$ cat src/verilog/ebra_regs.vh
// Summary of operation
// - Access phase lasts one to thirty-two reference units, stretchable by the wait input.
// - Read data is captured on the edge that raises the read strobe.
// - A configuration input selects active-high or active-low wait input.
// - Asynchronous mode adds a synchroniser stage and one unit to cycles that the wait input ends.
// - Inactive wait input at a sample inserts a wait state; active ends cycle.
// - Sample points differ between synchronous and asynchronous wait modes.
// - With arbitration enabled, a hold request makes the controller release the bus.
// - A running bus cycle completes before the bus is handed over.
// - On release, controls are driven inactive, then released to pull-ups, latch enable low.
// - Regain starts only when the hold request goes away.
// - On regain, controls go from pull-up to driven inactive before the next cycle.
`ifndef EBRA_REGS_VH
`define EBRA_REGS_VH

// ************************************************************
// Timing
// ************************************************************
`define EBRA_CORE_PERIOD_NS 20
`define EBRA_REF_PERIOD_NS 160

// ************************************************************
// Field widths and reset values
// ************************************************************
`define EBRA_ACC_LEN_W 5
`define EBRA_ADDR_W 24
`define EBRA_DATA_W 16
`define EBRA_ADDR_RST 24'h00_0000
`define EBRA_DATA_RST 16'h0000

`endif

$ cat src/verilog/ebra_bus_ctrl.v
`include "ebra_regs.vh"
`timescale 1ns/1ps
`default_nettype none

// ************************************************************
// External bus controller with wait control and arbitration.
// ************************************************************
module ebra_bus_ctrl #(
    parameter ADDR_W = `EBRA_ADDR_W,
    parameter DATA_W = `EBRA_DATA_W,
    parameter LEN_W = `EBRA_ACC_LEN_W,
    parameter CORE_PERIOD_NS = `EBRA_CORE_PERIOD_NS,
    parameter REF_PERIOD_NS = `EBRA_REF_PERIOD_NS
) (
    // Clock and reset
    input wire core_clk_in,
    input wire reset_n_in,
    // Configuration levels
    input wire [LEN_W-1:0] access_phase_length_in,
    input wire wait_enable_in,
    input wire wait_active_high_in,
    input wire wait_async_in,
    input wire arb_enable_in,
    // Request side
    input wire req_valid_in,
    input wire req_write_in,
    input wire req_upper_in,
    input wire [ADDR_W-1:0] req_addr_in,
    input wire [DATA_W-1:0] req_wdata_in,
    output reg req_accept_out,
    output reg req_done_out,
    output reg [DATA_W-1:0] rdata_out,
    // Bus pins
    input wire wait_ctrl_in,
    input wire [DATA_W-1:0] data_in,
    output reg [DATA_W-1:0] data_out,
    output reg data_oe_out,
    output reg [ADDR_W-1:0] addr_out,
    output reg addr_oe_out,
    output reg ale_out,
    output reg rd_n_out,
    output reg wr_n_out,
    output reg cs_n_out,
    output reg upper_byte_enable_n_out,
    output reg ctrl_oe_out,
    output reg reference_clock_out,
    // Arbitration pins
    input wire hold_n_in,
    output reg hold_acknowledge_n_out,
    output reg bus_request_n_out
);

    // ************************************************************
    // Reference clock divider
    // ************************************************************
    localparam integer HALF_CNT = (REF_PERIOD_NS / CORE_PERIOD_NS) / 2;
    // The count is worked out at full width and cut to the divider width on purpose.
    localparam [31:0] HALF_FULL = HALF_CNT - 1;
    localparam [7:0] HALF_LAST = HALF_FULL[7:0];

    localparam [2:0] ST_IDLE = 3'd0;
    localparam [2:0] ST_ADDR = 3'd1;
    localparam [2:0] ST_ACC = 3'd2;
    localparam [2:0] ST_WAIT = 3'd3;
    localparam [2:0] ST_REL = 3'd4;
    localparam [2:0] ST_HELD = 3'd5;
    localparam [2:0] ST_REGAIN = 3'd6;

    reg [7:0] div_q;
    wire half_end;
    wire unit_tick;

    assign half_end = (div_q == HALF_LAST);
    // Bus outputs other than the reference clock itself change only on the edge that raises the reference clock.
    assign unit_tick = half_end && !reference_clock_out;

    always @(posedge core_clk_in or negedge reset_n_in) begin
        if (!reset_n_in) begin
            div_q <= 8'h00;
            reference_clock_out <= 1'b0;
        end else if (half_end) begin
            div_q <= 8'h00;
            reference_clock_out <= !reference_clock_out;
        end else begin
            div_q <= div_q + 8'h01;
        end
    end

    // ************************************************************
    // Pin synchronisers
    // ************************************************************
    wire wait_s;
    wire hold_n_s;
    wire [DATA_W-1:0] data_s;

    ebra_sync #(.WIDTH(2), .RST_VAL(2'b10)) u_ctl_sync (
        .core_clk_in(core_clk_in),
        .reset_n_in(reset_n_in),
        .async_in({hold_n_in, wait_ctrl_in}),
        .sync_out({hold_n_s, wait_s})
    );

    ebra_sync #(.WIDTH(DATA_W)) u_data_sync (
        .core_clk_in(core_clk_in),
        .reset_n_in(reset_n_in),
        .async_in(data_in),
        .sync_out(data_s)
    );

    // ************************************************************
    // Wait-control qualification
    // ************************************************************
    function ready_level;
        input raw;
        input active_high;
        begin
            ready_level = active_high ? raw : !raw;
        end
    endfunction

    reg wait_stage_q;
    wire ready_now;
    wire ready_use;
    wire hold_req;

    assign ready_now = ready_level(wait_s, wait_active_high_in);
    // Asynchronous mode looks at the value held one unit earlier, which costs a unit.
    assign ready_use = wait_async_in ? wait_stage_q : ready_now;
    assign hold_req = arb_enable_in && !hold_n_s;

    always @(posedge core_clk_in or negedge reset_n_in) begin
        if (!reset_n_in) begin
            wait_stage_q <= 1'b0;
        end else if (unit_tick) begin
            wait_stage_q <= ready_now;
        end
    end

    // ************************************************************
    // Bus cycle and arbitration sequencer
    // ************************************************************
    reg [2:0] state_q;
    reg [LEN_W-1:0] cnt_q;
    reg write_q;

    always @(posedge core_clk_in or negedge reset_n_in) begin
        if (!reset_n_in) begin
            state_q <= ST_IDLE;
            cnt_q <= {LEN_W{1'b0}};
            write_q <= 1'b0;
            req_accept_out <= 1'b0;
            req_done_out <= 1'b0;
            rdata_out <= `EBRA_DATA_RST;
            data_out <= `EBRA_DATA_RST;
            data_oe_out <= 1'b0;
            addr_out <= `EBRA_ADDR_RST;
            addr_oe_out <= 1'b1;
            ale_out <= 1'b0;
            rd_n_out <= 1'b1;
            wr_n_out <= 1'b1;
            cs_n_out <= 1'b1;
            upper_byte_enable_n_out <= 1'b1;
            ctrl_oe_out <= 1'b1;
            hold_acknowledge_n_out <= 1'b1;
            bus_request_n_out <= 1'b1;
        end else begin
            req_accept_out <= 1'b0;
            req_done_out <= 1'b0;
            if (unit_tick) begin
                case (state_q)
                    ST_IDLE: begin
                        if (hold_req) begin
                            // No cycle is running here, so release may begin.
                            state_q <= ST_REL;
                            ale_out <= 1'b0;
                            rd_n_out <= 1'b1;
                            wr_n_out <= 1'b1;
                            cs_n_out <= 1'b1;
                            upper_byte_enable_n_out <= 1'b1;
                            data_oe_out <= 1'b0;
                        end else if (req_valid_in) begin
                            state_q <= ST_ADDR;
                            req_accept_out <= 1'b1;
                            write_q <= req_write_in;
                            addr_out <= req_addr_in;
                            data_out <= req_wdata_in;
                            data_oe_out <= req_write_in;
                            ale_out <= 1'b1;
                            cs_n_out <= 1'b0;
                            upper_byte_enable_n_out <= !req_upper_in;
                        end
                    end
                    ST_ADDR: begin
                        state_q <= ST_ACC;
                        ale_out <= 1'b0;
                        rd_n_out <= write_q;
                        wr_n_out <= !write_q;
                        cnt_q <= access_phase_length_in;
                    end
                    ST_ACC, ST_WAIT: begin
                        if (cnt_q != {LEN_W{1'b0}}) begin
                            cnt_q <= cnt_q - {{(LEN_W-1){1'b0}}, 1'b1};
                        end else if (wait_enable_in && !ready_use) begin
                            state_q <= ST_WAIT;
                        end else begin
                            // One edge raises the strobe, moves the address and takes the data.
                            state_q <= ST_IDLE;
                            req_done_out <= 1'b1;
                            rd_n_out <= 1'b1;
                            wr_n_out <= 1'b1;
                            cs_n_out <= 1'b1;
                            upper_byte_enable_n_out <= 1'b1;
                            data_oe_out <= 1'b0;
                            addr_out <= `EBRA_ADDR_RST;
                            if (!write_q) begin
                                rdata_out <= data_s;
                            end
                        end
                    end
                    ST_REL: begin
                        // Controls were driven inactive for a unit; now hand them to pull-ups.
                        state_q <= ST_HELD;
                        ctrl_oe_out <= 1'b0;
                        addr_oe_out <= 1'b0;
                        hold_acknowledge_n_out <= 1'b0;
                    end
                    ST_HELD: begin
                        if (!hold_req) begin
                            // The request may vanish without our asking, so regain on it alone.
                            state_q <= ST_REGAIN;
                            hold_acknowledge_n_out <= 1'b1;
                            bus_request_n_out <= 1'b1;
                        end else begin
                            bus_request_n_out <= !req_valid_in;
                        end
                    end
                    ST_REGAIN: begin
                        // Controls are driven inactive for two units before the next cycle.
                        state_q <= ST_IDLE;
                    end
                    default: begin
                        state_q <= ST_IDLE;
                    end
                endcase
                if (state_q == ST_HELD && !hold_req) begin
                    ctrl_oe_out <= 1'b1;
                    addr_oe_out <= 1'b1;
                    ale_out <= 1'b0;
                end
            end
        end
    end

endmodule // ebra_bus_ctrl

`default_nettype wire

$ cat src/verilog/ebra_sync.v
`timescale 1ns/1ps
`default_nettype none

// ************************************************************
// Two flip-flop synchroniser for pin inputs.
// ************************************************************
module ebra_sync #(
    parameter WIDTH = 1,
    parameter [WIDTH-1:0] RST_VAL = {WIDTH{1'b0}}
) (
    // Clock and reset
    input wire core_clk_in,
    input wire reset_n_in,
    // Data
    input wire [WIDTH-1:0] async_in,
    output reg [WIDTH-1:0] sync_out
);

    reg [WIDTH-1:0] meta_q;

    always @(posedge core_clk_in or negedge reset_n_in) begin
        if (!reset_n_in) begin
            meta_q <= RST_VAL;
            sync_out <= RST_VAL;
        end else begin
            meta_q <= async_in;
            sync_out <= meta_q;
        end
    end

endmodule // ebra_sync

`default_nettype wire

$ cat config.mk
export PLATFORM = sky130hd
export DESIGN_NAME = ebra_bus_ctrl
export DESIGN_NICKNAME = d
export VERILOG_FILES = /design/src/verilog/ebra_bus_ctrl.v /design/src/verilog/ebra_sync.v
export VERILOG_INCLUDE_DIRS = /design/src /design/src/verilog
export SDC_FILE = /design/constraint.sdc
export NUM_CORES = 1
export LEC_CHECK = 0
export BUFFER_PORTS_ARGS = -buffer_cell sky130_fd_sc_hd__buf_2
export CORE_MARGIN = 8
export CORE_UTILIZATION = 50
export DETAILED_ROUTE_END_ITERATION = 8
export GPL_TIMING_DRIVEN = 0
export HOLD_SLACK_MARGIN = 0.05
export MAX_ROUTING_LAYER = met4
export PLACE_DENSITY = 0.77
export SYNTH_ARGS = -nofsm -noshare
export SYNTH_HDL_FRONTEND = slang
export SYNTH_HIERARCHICAL = 1
export SYNTH_SLANG_ARGS = --single-unit
$ cat constraint.sdc
create_clock -name core_clk_in -period 3.3 [get_ports core_clk_in]
set_clock_uncertainty 0.05 [all_clocks]
set_input_delay 0.66 -clock core_clk_in [delete_from_list [all_inputs] [get_ports core_clk_in]]
set_output_delay 0.66 -clock core_clk_in [all_outputs]
set_load 0.02 [all_outputs]
# --- Yosys cells after proc, flatten, opt, wreduce, memory -nomap -nowiden ---
# Index checks and enable logic that the tools add are counted.
classes:
  n_eq_ne: 15
  muxes: 49
  bitwise: 4
  add_sub_neg: 2
  n_reduce_logical: 32
op_table:
  columns: ["op", "count"]
  rows:
  - ["$mux W24", 4]
  - ["$pmux W24 S2", 1]
  - ["$mux W1", 28]
  - ["$pmux W3 S5", 1]
  - ["$reduce_and A5 Y1", 3]
  - ["$ne A2 B2 Y1 const B", 7]
  - ["$mux W3", 4]
  - ["$pmux W1 S2", 5]
  - ["$pmux W5 S2", 1]
  - ["$reduce_and A3 Y1", 3]
  - ["$add A8 B1 Y8 const B", 1]
  - ["$eq A8 B2 Y1 const B", 1]
  - ["$logic_not A1 Y1", 8]
  - ["$mux W8", 1]
  - ["$reduce_and A4 Y1", 2]
  - ["$reduce_bool A2 Y1", 4]
  - ["$eq A3 B2 Y1 const B", 2]
  - ["$eq A3 B3 Y1 const B", 2]
  - ["$pmux W1 S3", 2]
  - ["$reduce_and A6 Y1", 1]
  - ["$reduce_bool A3 Y1", 2]
  - ["$mux W5", 1]
  - ["$reduce_bool A5 Y1", 1]
  - ["$sub A5 B1 Y5 const B", 1]
  - ["other kinds (9)", 16]
totals:
  register_bits: 122

# --- Depth between registers and ports, before layout ---
# Gate-level depths: netlist of the first run.
logic_depth:
  depth_word: 9
  depth_mapped: 8
  ltp_nobuf: 6

# --- Modules after synthesis ---
# The synthesis of the first run kept the hierarchy.
by_module_without_submodules:
  columns: ["module", "seq_area_each_um2", "cells_each", "instances", "area_each_um2"]
  rows:
  - ["ebra_bus_ctrl", 2160.8, 325, 1, 3878.7]
  - ["ebra_sync (u_data_sync)", 800.8, 32, 1, 800.8]
  - ["ebra_sync (u_ctl_sync)", 102.6, 4, 1, 102.6]

# --- Worst setup path before layout of the first run ---
# Ideal clock, no wire load.
synth_path:
  path_type: "reg-to-reg"
  from: "register div_q[0]"
  to: "register data_out[10]"
  t_arrival_ps: 2417
  synth_period_minus_slack_ps: 2592
  n_path_buf: 2
  path_stages_with_launch: 8
  path_slack_ps: 708
  setup_time_ps: 125
  required_time_ps: 3125
  cell_sequence: "dfrtp_1 > ha_1 > or4b_1 > or2_1 > buf_6 > nor4_4 > buf_6 > mux2_4"
synth_via:
  elab_chain_len: 3
synth_rtl:
  columns: ["item", "line_no", "rtl"]
  rows:
  - ["from (decl)", "ebra_bus_ctrl.v:69", "reg [7:0] div_q;"]
  - ["from (signal assigned)", "ebra_bus_ctrl.v:85", "div_q <= div_q + 8'h01;"]
  - ["$eq A8 B2 Y1", "ebra_bus_ctrl.v:73", "assign half_end = (div_q == HALF_LAST);"]
  - ["$logic_and A1 B1 Y1", "ebra_bus_ctrl.v:75", "assign unit_tick = half_end && !reference_clock_out;"]
  - ["$reduce_and A4 Y1 (no line)", null, null]
  - ["to (signal assigned)", "ebra_bus_ctrl.v:154", "data_out <= `EBRA_DATA_RST;"]
  - ["to (signal assigned)", "ebra_bus_ctrl.v:186", "data_out <= req_wdata_in;"]
  - ["to (decl)", "ebra_bus_ctrl.v:36", "output reg [DATA_W-1:0] data_out,"]
# No other way between the ends.
# A chain may end at the register's enable or synchronous reset.

# --- Final worst setup path of the first run ---
layout_path:
  from: "register cnt_q[0]"
  to: "register addr_out[20]"
layout_via:
  elab_chain_len: 3
layout_rtl:
  columns: ["item", "line_no", "rtl"]
  rows:
  - ["from (decl)", "ebra_bus_ctrl.v:143", "reg [LEN_W-1:0] cnt_q;"]
  - ["from (signal assigned)", "ebra_bus_ctrl.v:149", "cnt_q <= {LEN_W{1'b0}};"]
  - ["from (signal assigned)", "ebra_bus_ctrl.v:198", "cnt_q <= access_phase_length_in;"]
  - ["from (signal assigned)", "ebra_bus_ctrl.v:202", "cnt_q <= cnt_q - {{(LEN_W-1){1'b0}}, 1'b1};"]
  - ["$reduce_bool A5 Y1", "ebra_bus_ctrl.v:201", "if (cnt_q != {LEN_W{1'b0}}) begin"]
  - ["$ne A2 B2 Y1 (no line)", null, null]
  - ["$reduce_and A6 Y1 (no line)", null, null]
  - ["to (signal assigned)", "ebra_bus_ctrl.v:156", "addr_out <= `EBRA_ADDR_RST;"]
  - ["to (signal assigned)", "ebra_bus_ctrl.v:185", "addr_out <= req_addr_in;"]
  - ["to (signal assigned)", "ebra_bus_ctrl.v:214", "addr_out <= `EBRA_ADDR_RST;"]
  - ["to (decl)", "ebra_bus_ctrl.v:38", "output reg [ADDR_W-1:0] addr_out,"]
# No other way between the ends.

==> results of run 1 <==
[path summary, 6_finish.rpt]
check / startpoint / end / slack [ps] / cells past startpoint
min reg2reg: u_data_sync/meta_q[7]$_DFF_PN0_ / u_data_sync/sync_out[7]$_DFF_PN0_ / 290 / 0
min: hold_n_in / u_ctl_sync/meta_q[1]$_DFF_PN1_ / 210 / 1
max in group asynchronous: reset_n_in / upper_byte_enable_n_out$_DFFE_PN1P_ / 1910 / 3
max: cnt_q[0]$_DFFE_PN0P_ / addr_out[20]$_DFFE_PN0P_ / 320 / 8
min in group asynchronous: reset_n_in / rdata_out[0]$_DFFE_PN0P_ / 550 / 2
max reg2reg: cnt_q[0]$_DFFE_PN0P_ / addr_out[20]$_DFFE_PN0P_ / 320 / 8
[power by group]
group / switching, W / internal, W
Sequential: 0.000197 / 0.00188
Combinational: 0.00101 / 0.000588
Clock: 0.000667 / 0.00110
[worst reg2reg max path, cell delays in order (launching register included)]
cell and delay [ps]:
dfrtp_1 370, inv_1 90, ha_1 220, or4b_1 540
a211oi_2 630, nor4b_1 300, buf_2 280, buf_6 210
mux2i_1 220
[cell type report]
class	instances	area share [%]
inverters	30	1.798
repair buffers	142	11.89
flip-flops and latches	122	48.92
well taps	129	2.577
clock inverters	13	2.297
clock buffers	19	6.892
plain buffers	17	1.618
multi-input cells	192	24.01
[sequential cells by signal (all words and copies together), names as in the netlist, 2 cells and up]
| signal | flops |
|---|---|
| u_ctl_sync/sync_out | 2 |
| u_data_sync/meta_q | 16 |
| cnt_q | 5 |
| state_q | 3 |
| div_q | 8 |
| u_data_sync/sync_out | 16 |
| data_out | 16 |
| u_ctl_sync/meta_q | 2 |
| addr_out | 24 |
| rdata_out | 16 |
[kinds of logic after synthesis]
| kind of cell | count (synthesis) | synth area share [%] |
|---|---|---|
| buffers and inverters | 47 | 4.474 |
| AO/OA/AOI/OAI | 33 | 4.841 |
| XOR/XNOR | 9 | 1.648 |
| adder cells (fa/ha/maj) | 2 | 0.5232 |
| multiplexers | 64 | 15.12 |
| flip-flops | 122 | 64.08 |
| AND/OR/NAND/NOR | 84 | 9.314 |
[per-stage QoR]
stage | utilization [%] | total power [W]
floorplan | - | 0.003104
global placement | 61.08 | 0.003627
detailed placement | 61.45 | 0.003701
CTS | 67.79 | 0.005506
global route | 67.79 | 0.005748
finish | 67.79 | 0.005440
[routing by layer]
layer  share of wire [%]  up-vias
met4                 1.0        0
li1                    -     1554
met1                  45     1654
met5                   0        -
met2                  49      134
met3                 4.9        8
[cells in the final DEF, fill, tap and decap left out, types with 2 or more instances in the layout]
master	instances
and3_1	4
inv_6	3
a31oi_1	4
clkinv_2	3
inv_1	30
xnor2_1	6
mux2_4	9
o2bb2ai_1	3
buf_6	5
clkinv_4	4
nor3b_1	2
nand3_1	7
a2111oi_0	2
mux2_2	30
nand2b_1	4
ha_1	2
dfrtp_1	113
or4b_1	2
a21oi_1	10
nor2b_1	3
clkbuf_8	2
xor2_1	3
buf_2	142
nor2_1	9
o211ai_1	3
nand2_1	37
clkbuf_16	16
nor4b_1	4
o21ai_0	2
clkbuf_1	10
bufinv_16	2
mux2i_1	25
nor3_1	3
dfstp_2	9
==> results.sh, run 1 <==
export IMPL_status="completed"
export IMPL_fill_cells=693
export IMPL_viasPerCell=5.045
export IMPL_met2_usage_pct=28.01
export IMPL_synth_warnings=6
export IMPL_ioPinCount=141
export IMPL_gp_congestion=0.8368
export IMPL_numPortBuffers=140
export IMPL_period_minus_slack_ps=2983
export IMPL_synth_seq_area_share_pct=64.08
export IMPL_numCtsBuffers=17
export IMPL_top_usage_layer="met2"
export IMPL_cap_violations=0
export IMPL_yosysMostFrequentCell="dfrtp_1"
export IMPL_worstPathRequired_ps=3660
export IMPL_setup_viol=0
export IMPL_drt_pass1_iter_count=4
export IMPL_totalWireLength_um=10840
export IMPL_ys_top_cells_by_area="dfrtp_1 (59%), mux2_2 (7.1%), mux2i_1 (5.2%)"
export IMPL_drt_initial_drc_count=261
export IMPL_synth_top_area_cell="dfrtp_1"
export IMPL_max_stage_delay_ps=630
export IMPL_hold_ws_ps=210.3
export IMPL_critPathTopFamily="simple AND/OR/NAND/NOR gates"
export IMPL_worstPathMaxFanout=10
export IMPL_postLayoutCellArea_um2=6264
export IMPL_syn_inst=361
export IMPL_final_cells=664
export IMPL_grt_pass1_vias=3712
export IMPL_worstSetupPathType="reg -> reg"
export IMPL_slowest_stage="a211oi_2"
export IMPL_syn_to_final_growth_pct=30.98
export IMPL_start_util_pct=51.75
export IMPL_fmax_mhz=335.3
export IMPL_met1_usage_pct=22.46
export IMPL_p_leak_nw=3.128
export IMPL_cts_sinks=122
export IMPL_num_nets_final=596
export IMPL_cts_resized=0
export IMPL_die_x_um=113.8
export IMPL_rsz0062_at_grt="false"
export IMPL_slew_headroom_pct=54.26
export IMPL_synth_seq_cells=122
export IMPL_synth_edf_count=0
export IMPL_postSynth_asyncResetShare_pct=100.0
export IMPL_grt_first_pass_wirelength_um=18060
export IMPL_multi_input_area_um2=1504
export IMPL_ant_nets=0
export IMPL_worst_path_buf_inv=3
export IMPL_drc=0
export IMPL_synth_ff_type="dfrtp_1"
export IMPL_post_dp_hpwl_um=7845
export IMPL_hp_class="in -> reg"
export IMPL_dp_slack_ps=348.0
export IMPL_synth_common_cells="dfrtp_1 (113), nand2_1 (37), inv_1 (30), mux2_2 (30), mux2i_1 (25)"
export IMPL_cp_cell_sequence="inv_1 > ha_1 > or4b_1 > a211oi_2 > nor4b_1 > buf_2 > buf_6 > mux2i_1"
export IMPL_use_met3_pct=4.754
export IMPL_syn_num_nets=435
export IMPL_power_density_nw_per_um2=868.5
export IMPL_seq_area_um2=3064
export IMPL_place_area_um2=5678
export IMPL_antennaDiodeCount=0
export IMPL_drive_above_1_share_pct=43.36
export IMPL_syn_area_um2=4782
export IMPL_synth_top_area_share_pct=59.13
export IMPL_clk_latency_ps=490
export IMPL_clk_pin_slew_ps=60
export IMPL_synth_cell_types=47
export IMPL_syn_avg_cell_area_um2=13.25
export IMPL_wire_per_inst_um=16.32
export IMPL_worstMarginPinSlew_ps=680.9
export IMPL_cts_setup_buffers=0
export IMPL_grt_use_total_pct=17.95
export IMPL_period_share_pct=90.38
export IMPL_fin_ws_ps=317.4
export IMPL_core_um2=9240
export IMPL_antenna_found_initial=0
export IMPL_clock_path_buffers=2
export IMPL_report_final_slew_viol_count=0
export IMPL_cts_hold_buf=1
export IMPL_grt_max_degree=96
export IMPL_cts_root_buf="clkbuf_8"
export IMPL_fin_tns_setup_ps=0
export IMPL_die_h_um=113.8
export IMPL_hold_violations=0
export IMPL_end_kind="flip-flop"
export IMPL_htree_levels=4
export IMPL_place_inst=631
export IMPL_startpoint_type="flip-flop"
export IMPL_dieArea_um2=12950
export IMPL_rows=35
export IMPL_critPathArrivalTime_ps=3340
export IMPL_tritoncts="done"
export IMPL_ir_drop_mv=0.4432
export IMPL_overflow=0
export IMPL_via_count=3350
Power figures use the tool's default switching activity.
==> run 2, diff against run 1 <==
--- a/config.mk
+++ b/config.mk
@@ -7,6 +7,7 @@
 export NUM_CORES = 1
 export LEC_CHECK = 0
 export BUFFER_PORTS_ARGS = -buffer_cell sky130_fd_sc_hd__buf_2
+export CORE_ASPECT_RATIO = 2
 export CORE_MARGIN = 8
 export CORE_UTILIZATION = 50
 export DETAILED_ROUTE_END_ITERATION = 8
@@ -16,5 +17,4 @@
 export PLACE_DENSITY = 0.77
 export SYNTH_ARGS = -nofsm -noshare
 export SYNTH_HDL_FRONTEND = slang
-export SYNTH_HIERARCHICAL = 1
 export SYNTH_SLANG_ARGS = --single-unit
==> results.sh, run 2 <==
export IMPL_yosysMostFrequentCell="dfrtp_1"
export IMPL_p_seq_share_pct=40.2
export IMPL_gp_congestion=0.8070
export IMPL_syn_avg_cell_area_um2=13.57
export IMPL_p_leak_nw=3.148
export IMPL_hold_ws_ps=296.7
export IMPL_status="completed"
export IMPL_post_dp_hpwl_um=8060
export IMPL_wire_per_inst_um=17.25
export IMPL_synth_ff_type="dfrtp_1"
export IMPL_critPathTopFamily="simple AND/OR/NAND/NOR gates"
export IMPL_cts_root_buf="clkbuf_16"
export IMPL_ys_top_cells_by_area="dfrtp_1 (59%), mux2_2 (6.8%), mux2i_1 (5.4%)"
export IMPL_period_share_pct=77.62
export IMPL_cap_violations=0
export IMPL_syn_inst=354
export IMPL_tritoncts="done"
export IMPL_grt_pass1_vias=3697
export IMPL_synth_cell_types=50
export IMPL_synth_edf_count=0
export IMPL_setup_viol=0
export IMPL_via_count=3250
export IMPL_hold_violations=0
export IMPL_die_h_um=154.6
export IMPL_rows=50
export IMPL_die_x_um=85.30
export IMPL_synth_seq_area_share_pct=63.81
export IMPL_antenna_found_initial=1
export IMPL_hp_class="reg -> reg"
export IMPL_final_cell_mix="buf_2 (140), dfrtp_1 (113), nand2_1 (32)"
export IMPL_synth_top_area_cell="dfrtp_1"
export IMPL_core_um2=9384
export IMPL_worstMarginPinSlew_ps=855.8
export IMPL_slew_headroom_pct=42.14
export IMPL_final_common_cell="buf_2"
export IMPL_dieArea_um2=13190
export IMPL_power_w=0.004915
export IMPL_p_comb_share_pct=23.8
export IMPL_clk_pin_slew_ps=60
export IMPL_worstPathRequired_ps=3530
export IMPL_drt_initial_drc_count=151
export IMPL_grt_use_total_pct=18.09
export IMPL_cts_setup_buffers=0
export IMPL_grt_max_degree=107
export IMPL_worst_path_buf_inv=3
export IMPL_cp_cell_sequence="inv_1 > ha_1 > nor4b_2 > and2_1 > buf_6 > nor4b_4 > buf_8 > mux2_4"
export IMPL_critPathArrivalTime_ps=2790
export IMPL_cts_sinks=122
export IMPL_drt_pass1_iter_count=4
export IMPL_syn_area_um2=4802
export IMPL_reg2reg_slack_ps=740
export IMPL_clk_latency_ps=400
export IMPL_drive_above_1_share_pct=45.64
export IMPL_report_final_slew_viol_count=0
export IMPL_postLayoutCellArea_um2=6257
export IMPL_ioPinCount=141
export IMPL_max_stage_delay_ps=530
export IMPL_largest_register_ffs=24
export IMPL_slowest_stage="nor4b_4"
export IMPL_period_minus_slack_ps=2561
export IMPL_place_area_um2=5667
export IMPL_clock_path_buffers=2
export IMPL_postSynth_asyncResetShare_pct=100.0
export IMPL_clock_power_share_pct=36.0
export IMPL_num_nets_final=589
export IMPL_power_switching_w=0.001610
export IMPL_end_kind="flip-flop"
export IMPL_drc=0
export IMPL_power_density_nw_per_um2=785.6
export IMPL_synth_top_area_share_pct=58.88
export IMPL_internal_power_w=0.003306
export IMPL_syn_to_final_growth_pct=30.30
export IMPL_fin_util_pct=66.68
export IMPL_numCtsBuffers=17
export IMPL_overflow=0
export IMPL_htree_levels=4
export IMPL_numPortBuffers=140
export IMPL_rsz0062_at_grt="false"
export IMPL_worstPathMaxFanout=10
export IMPL_regMostFlops="addr_out"
export IMPL_viasPerCell=5.134
export IMPL_worstSetupPathType="reg -> reg"
export IMPL_ant_nets=0
export IMPL_synth_seq_cells=122
export IMPL_grt_first_pass_wirelength_um=17860
export IMPL_synth_warnings=0
export IMPL_cts_resized=0
export IMPL_totalWireLength_um=10920
export IMPL_syn_num_nets=428
export IMPL_ir_drop_mv=0.7237
export IMPL_startpoint_type="flip-flop"
export IMPL_fmax_mhz=390.4
export IMPL_fin_tns_setup_ps=0
export IMPL_start_util_pct=51.17
export IMPL_switching_share_pct=32.75
export IMPL_synth_common_cells="dfrtp_1 (113), nand2_1 (32), inv_1 (29), mux2_2 (29), mux2i_1 (26)"
## run 2: cell types whose count changed after synthesis, moves of 3 or more
cell | previous run | this run
o2bb2ai_1 | 3 | 0
nand2_1 | 37 | 32
o211ai_1 | 3 | 0
o21ai_0 | 2 | 6
clkbuf_1 | 9 | 6
a31oi_1 | 4 | 0
buf_4 | 1 | 4
a2bb2oi_1 | 0 | 3
nor4b_1 | 4 | 1
nor2_1 | 9 | 13
a21oi_1 | 10 | 4
## run 2: logic make-up after synthesis
| family | Yosys count | share of synthesized area [%] |
|---|---|---|
| AO/OA/AOI/OAI | 28 | 4.560 |
| XOR/XNOR | 8 | 1.459 |
| adder cells (fa/ha/maj) | 2 | 0.5210 |
| buffers and inverters | 43 | 4.247 |
| flip-flops | 122 | 63.81 |
| multiplexers | 65 | 15.35 |
| AND/OR/NAND/NOR | 86 | 10.06 |
## run 2: per-stage QoR
stage / worst slack [ps] / instances
after detailed placement: 696.6 / 599
after floorplan: 1084 / 354
final: 738.7 / 633
after global routing: 589.3 / 633
after CTS: 717.0 / 632
after global placement: 128.0 / 598
## run 2: final cells by class
| cell class | count | area (um2) |
|---|---|---|
| Inverter | 29 | 108.9 |
| Clock buffer | 17 | 425.4 |
| Sequential cell | 122 | 3064 |
| Multi-Input combinational cell | 189 | 1534 |
| Buffer | 14 | 95.09 |
| Fill cell | 712 | 3127 |
| Tap cell | 104 | 130.1 |
| Clock inverter | 15 | 152.6 |
| Timing Repair Buffer | 142 | 744.5 |
| Antenna cell | 1 | 2.502 |
## run 2: path summary, 6_finish.rpt
kind | startpoint | to | depth (start not counted)
setup / recovery | cnt_q[0]$_DFFE_PN0P_ | rdata_out[5]$_DFFE_PN0P_ | 8
hold / removal | u_data_sync.meta_q[8]$_DFF_PN0_ | u_data_sync.sync_out[8]$_DFF_PN0_ | 0
setup reg to reg | cnt_q[0]$_DFFE_PN0P_ | rdata_out[5]$_DFFE_PN0P_ | 8
hold reg to reg | u_data_sync.meta_q[8]$_DFF_PN0_ | u_data_sync.sync_out[8]$_DFF_PN0_ | 0
max in group asynchronous | reset_n_in | addr_out[1]$_DFFE_PN0P_ | 3
min in group asynchronous | reset_n_in | rdata_out[0]$_DFFE_PN0P_ | 2
## run 2: layer usage
metal	GRT usage, %	routed length, um	vias to the layer above
met3	5.361	500	25
met4	9.680	377	0
met2	32.42	6142	101
met5	-	0	-
met1	16.65	3897	1593
li1	-	-	1531
## run 2: power groups by stage
stage	Sequential, W	Clock [W]	Combinational (W)
2_1_floorplan	0.00224	0	0.000475
3_3_place_gp	0.00198	0	0.00115
3_5_place_dp	0.00200	0	0.00118
4_1_cts	0.00198	0.00182	0.00119
5_1_grt	0.00201	0.00187	0.00129
6_report	0.00197	0.00177	0.00117
## run 2: repair_timing
action,in CTS,in global routing
hold buffers,1,0
endpoints found under the setup margin,0,0
endpoints found under the hold margin,16,0
==> run 3, diff against run 2 <==
==> constraint.sdc (replaced) <==
create_clock -name core_clk_in -period 2.5 [get_ports core_clk_in]
set_clock_uncertainty 0.05 [all_clocks]
set_input_delay 0.5 -clock core_clk_in [delete_from_list [all_inputs] [get_ports core_clk_in]]
set_output_delay 0.5 -clock core_clk_in [all_outputs]
set_load 0.02 [all_outputs]
==> results.sh, run 3 (synthesis results as in run 2) <==
export IMPL_status="completed"
export IMPL_clk_latency_ps=400
export IMPL_report_final_slew_viol_count=0
export IMPL_drt_pass1_iter_count=6
export IMPL_drc=0
export IMPL_slew_headroom_pct=40.04
export IMPL_start_util_pct=51.17
export IMPL_htree_levels=4
export IMPL_power_density_nw_per_um2=1034
export IMPL_hold_path_cell_count=1
export IMPL_fill_cells=709
export IMPL_overflow=0
export IMPL_grt_use_total_pct=18.13
export IMPL_rows=50
export IMPL_postLayoutCellArea_um2=6277
export IMPL_final_common_cell="buf_2"
export IMPL_gp_congestion=0.8070
export IMPL_crit_reg2reg_capture="rdata_out[15]$_DFFE_PN0P_"
export IMPL_numPortBuffers=140
export IMPL_min_delay_start="data_in[13]"
export IMPL_fin_util_pct=66.89
export IMPL_grt_first_pass_wirelength_um=17900
export IMPL_drt_initial_drc_count=149
export IMPL_reg2reg_slack_ps=160
export IMPL_cap_violations=0
export IMPL_viasPerCell=5.129
export IMPL_dieArea_um2=13190
export IMPL_num_nets_final=591
export IMPL_ir_drop_mv=0.9556
export IMPL_worstMarginPinSlew_ps=886.9
export IMPL_end_kind="flip-flop"
export IMPL_clk_pin_slew_ps=60
export IMPL_via_count=3257
export IMPL_antenna_found_initial=1
export IMPL_fmax_mhz=428.0
export IMPL_wire_per_inst_um=17.28
export IMPL_grt_max_degree=107
export IMPL_place_area_um2=5667
export IMPL_reg2reg_depth=8
export IMPL_startpoint_type="flip-flop"
export IMPL_cts_root_buf="clkbuf_16"
export IMPL_die_h_um=154.6
export IMPL_totalWireLength_um=10970
export IMPL_clock_path_buffers=2
export IMPL_core_um2=9384
export IMPL_rsz0062_at_grt="false"
export IMPL_worstSetupPathType="reg -> reg"
export IMPL_numCtsBuffers=17
export IMPL_worstPathMaxFanout=9
export IMPL_tritoncts="done"
export IMPL_hold_violations=0
export IMPL_syn_to_final_growth_pct=30.72
export IMPL_grt_pass1_vias=3706
export IMPL_ioPinCount=141
export IMPL_largest_register_ffs=24
export IMPL_hold_ws_ps=146.4
export IMPL_drive_above_1_share_pct=45.85
export IMPL_period_minus_slack_ps=2336
export IMPL_p_leak_nw=3.159
export IMPL_critPathArrivalTime_ps=2570
export IMPL_setup_viol=0
export IMPL_worstHoldEndpoint="u_data_sync.meta_q[13]$_DFF_PN0_"
export IMPL_hp_class="in -> reg"
export IMPL_reg2reg_from="cnt_q[0]$_DFFE_PN0P_"
export IMPL_post_dp_hpwl_um=8060
export IMPL_cts_sinks=122
export IMPL_regMostFlops="addr_out"
export IMPL_final_cell_mix="buf_2 (140), dfrtp_1 (113), nand2_1 (32)"
export IMPL_die_x_um=85.30
export IMPL_ant_nets=0
export IMPL_period_share_pct=93.45
export IMPL_worstPathRequired_ps=2740
run 3: cell type report:
type,count,area (um2),area share (%)
well taps,104,130.1,2.073
diodes,1,2.502,0.03986
flip-flops and latches,122,3064,48.81
repair buffers,144,759.5,12.10
inverters,29,108.9,1.734
multi-input cells,189,1539,24.52
clock buffers,17,425.4,6.777
plain buffers,14,95.09,1.515
clock inverters,15,152.6,2.432
run 3: worst max path at each step:
stage                               from                         to  slack [ps]  cells past startpoint
detailed placement  cnt_q[0]$_DFFE_PN0P_   rdata_out[8]$_DFFE_PN0P_         -50                      8
CTS                   div_q[0]$_DFF_PN0_    data_out[9]$_DFFE_PN0P_         110                      6
global placement              reset_n_in   addr_out[21]$_DFFE_PN0P_        -510                      1
global route        cnt_q[0]$_DFFE_PN0P_  rdata_out[12]$_DFFE_PN0P_          20                      8
finish              cnt_q[0]$_DFFE_PN0P_  rdata_out[15]$_DFFE_PN0P_         160                      8
floorplan           cnt_q[0]$_DFFE_PN0P_  rdata_out[10]$_DFFE_PN0P_         280                      8
run 3: where the power goes:
| group | leakage (nW) | internal, W | switching [W] | total, W |
|---|---|---|---|---|
| Clock | 0.284 | 0.00140 | 0.000929 | 0.00233 |
| Sequential | 1.51 | 0.00238 | 0.000227 | 0.00261 |
| Combinational | 1.37 | 0.000580 | 0.000969 | 0.00155 |
run 3: routing by layer:
layer / part of all wire [%] / GRT usage [%] / routed length, um / vias up
met5: 0 / - / 0 / -
met3: 4.7 / 5.361 / 512 / 24
met4: 3.3 / 9.680 / 365 / 0
li1: - / - / - / 1532
met2: 56 / 32.50 / 6191 / 107
met1: 36 / 16.68 / 3900 / 1594
run 3: critical path, stage by stage (launching register included):
cell and delay (ps):
dfrtp_1 420, inv_1 80, ha_1 200, nor4b_2 280, and2_1 190, buf_6 130, nor4b_4 320, buf_4 210
mux2_2 330
run 3: per-stage QoR:
step / setup TNS (ps) / power, W / setup slack [ps] / instances
CTS: 0 / 0.006580 / 113.7 / 634
detailed placement: -499.6 / 0.004205 / -54.66 / 599
global route: 0 / 0.006831 / 21.66 / 635
floorplan: 0 / 0.003589 / 283.8 / 354
finish: 0 / 0.006488 / 163.7 / 635
global placement: -56920 / 0.004133 / -512.0 / 598
run 3: repair_timing:
| item | in CTS | in global routing |
|---|---|---|
| hold endpoints to repair | 16 | 0 |
| hold buffers | 1 | 0 |
| buffers inserted | 2 | 0 |
| setup endpoints to repair | 10 | 9 |
| gates resized for setup | 0 | 1 |
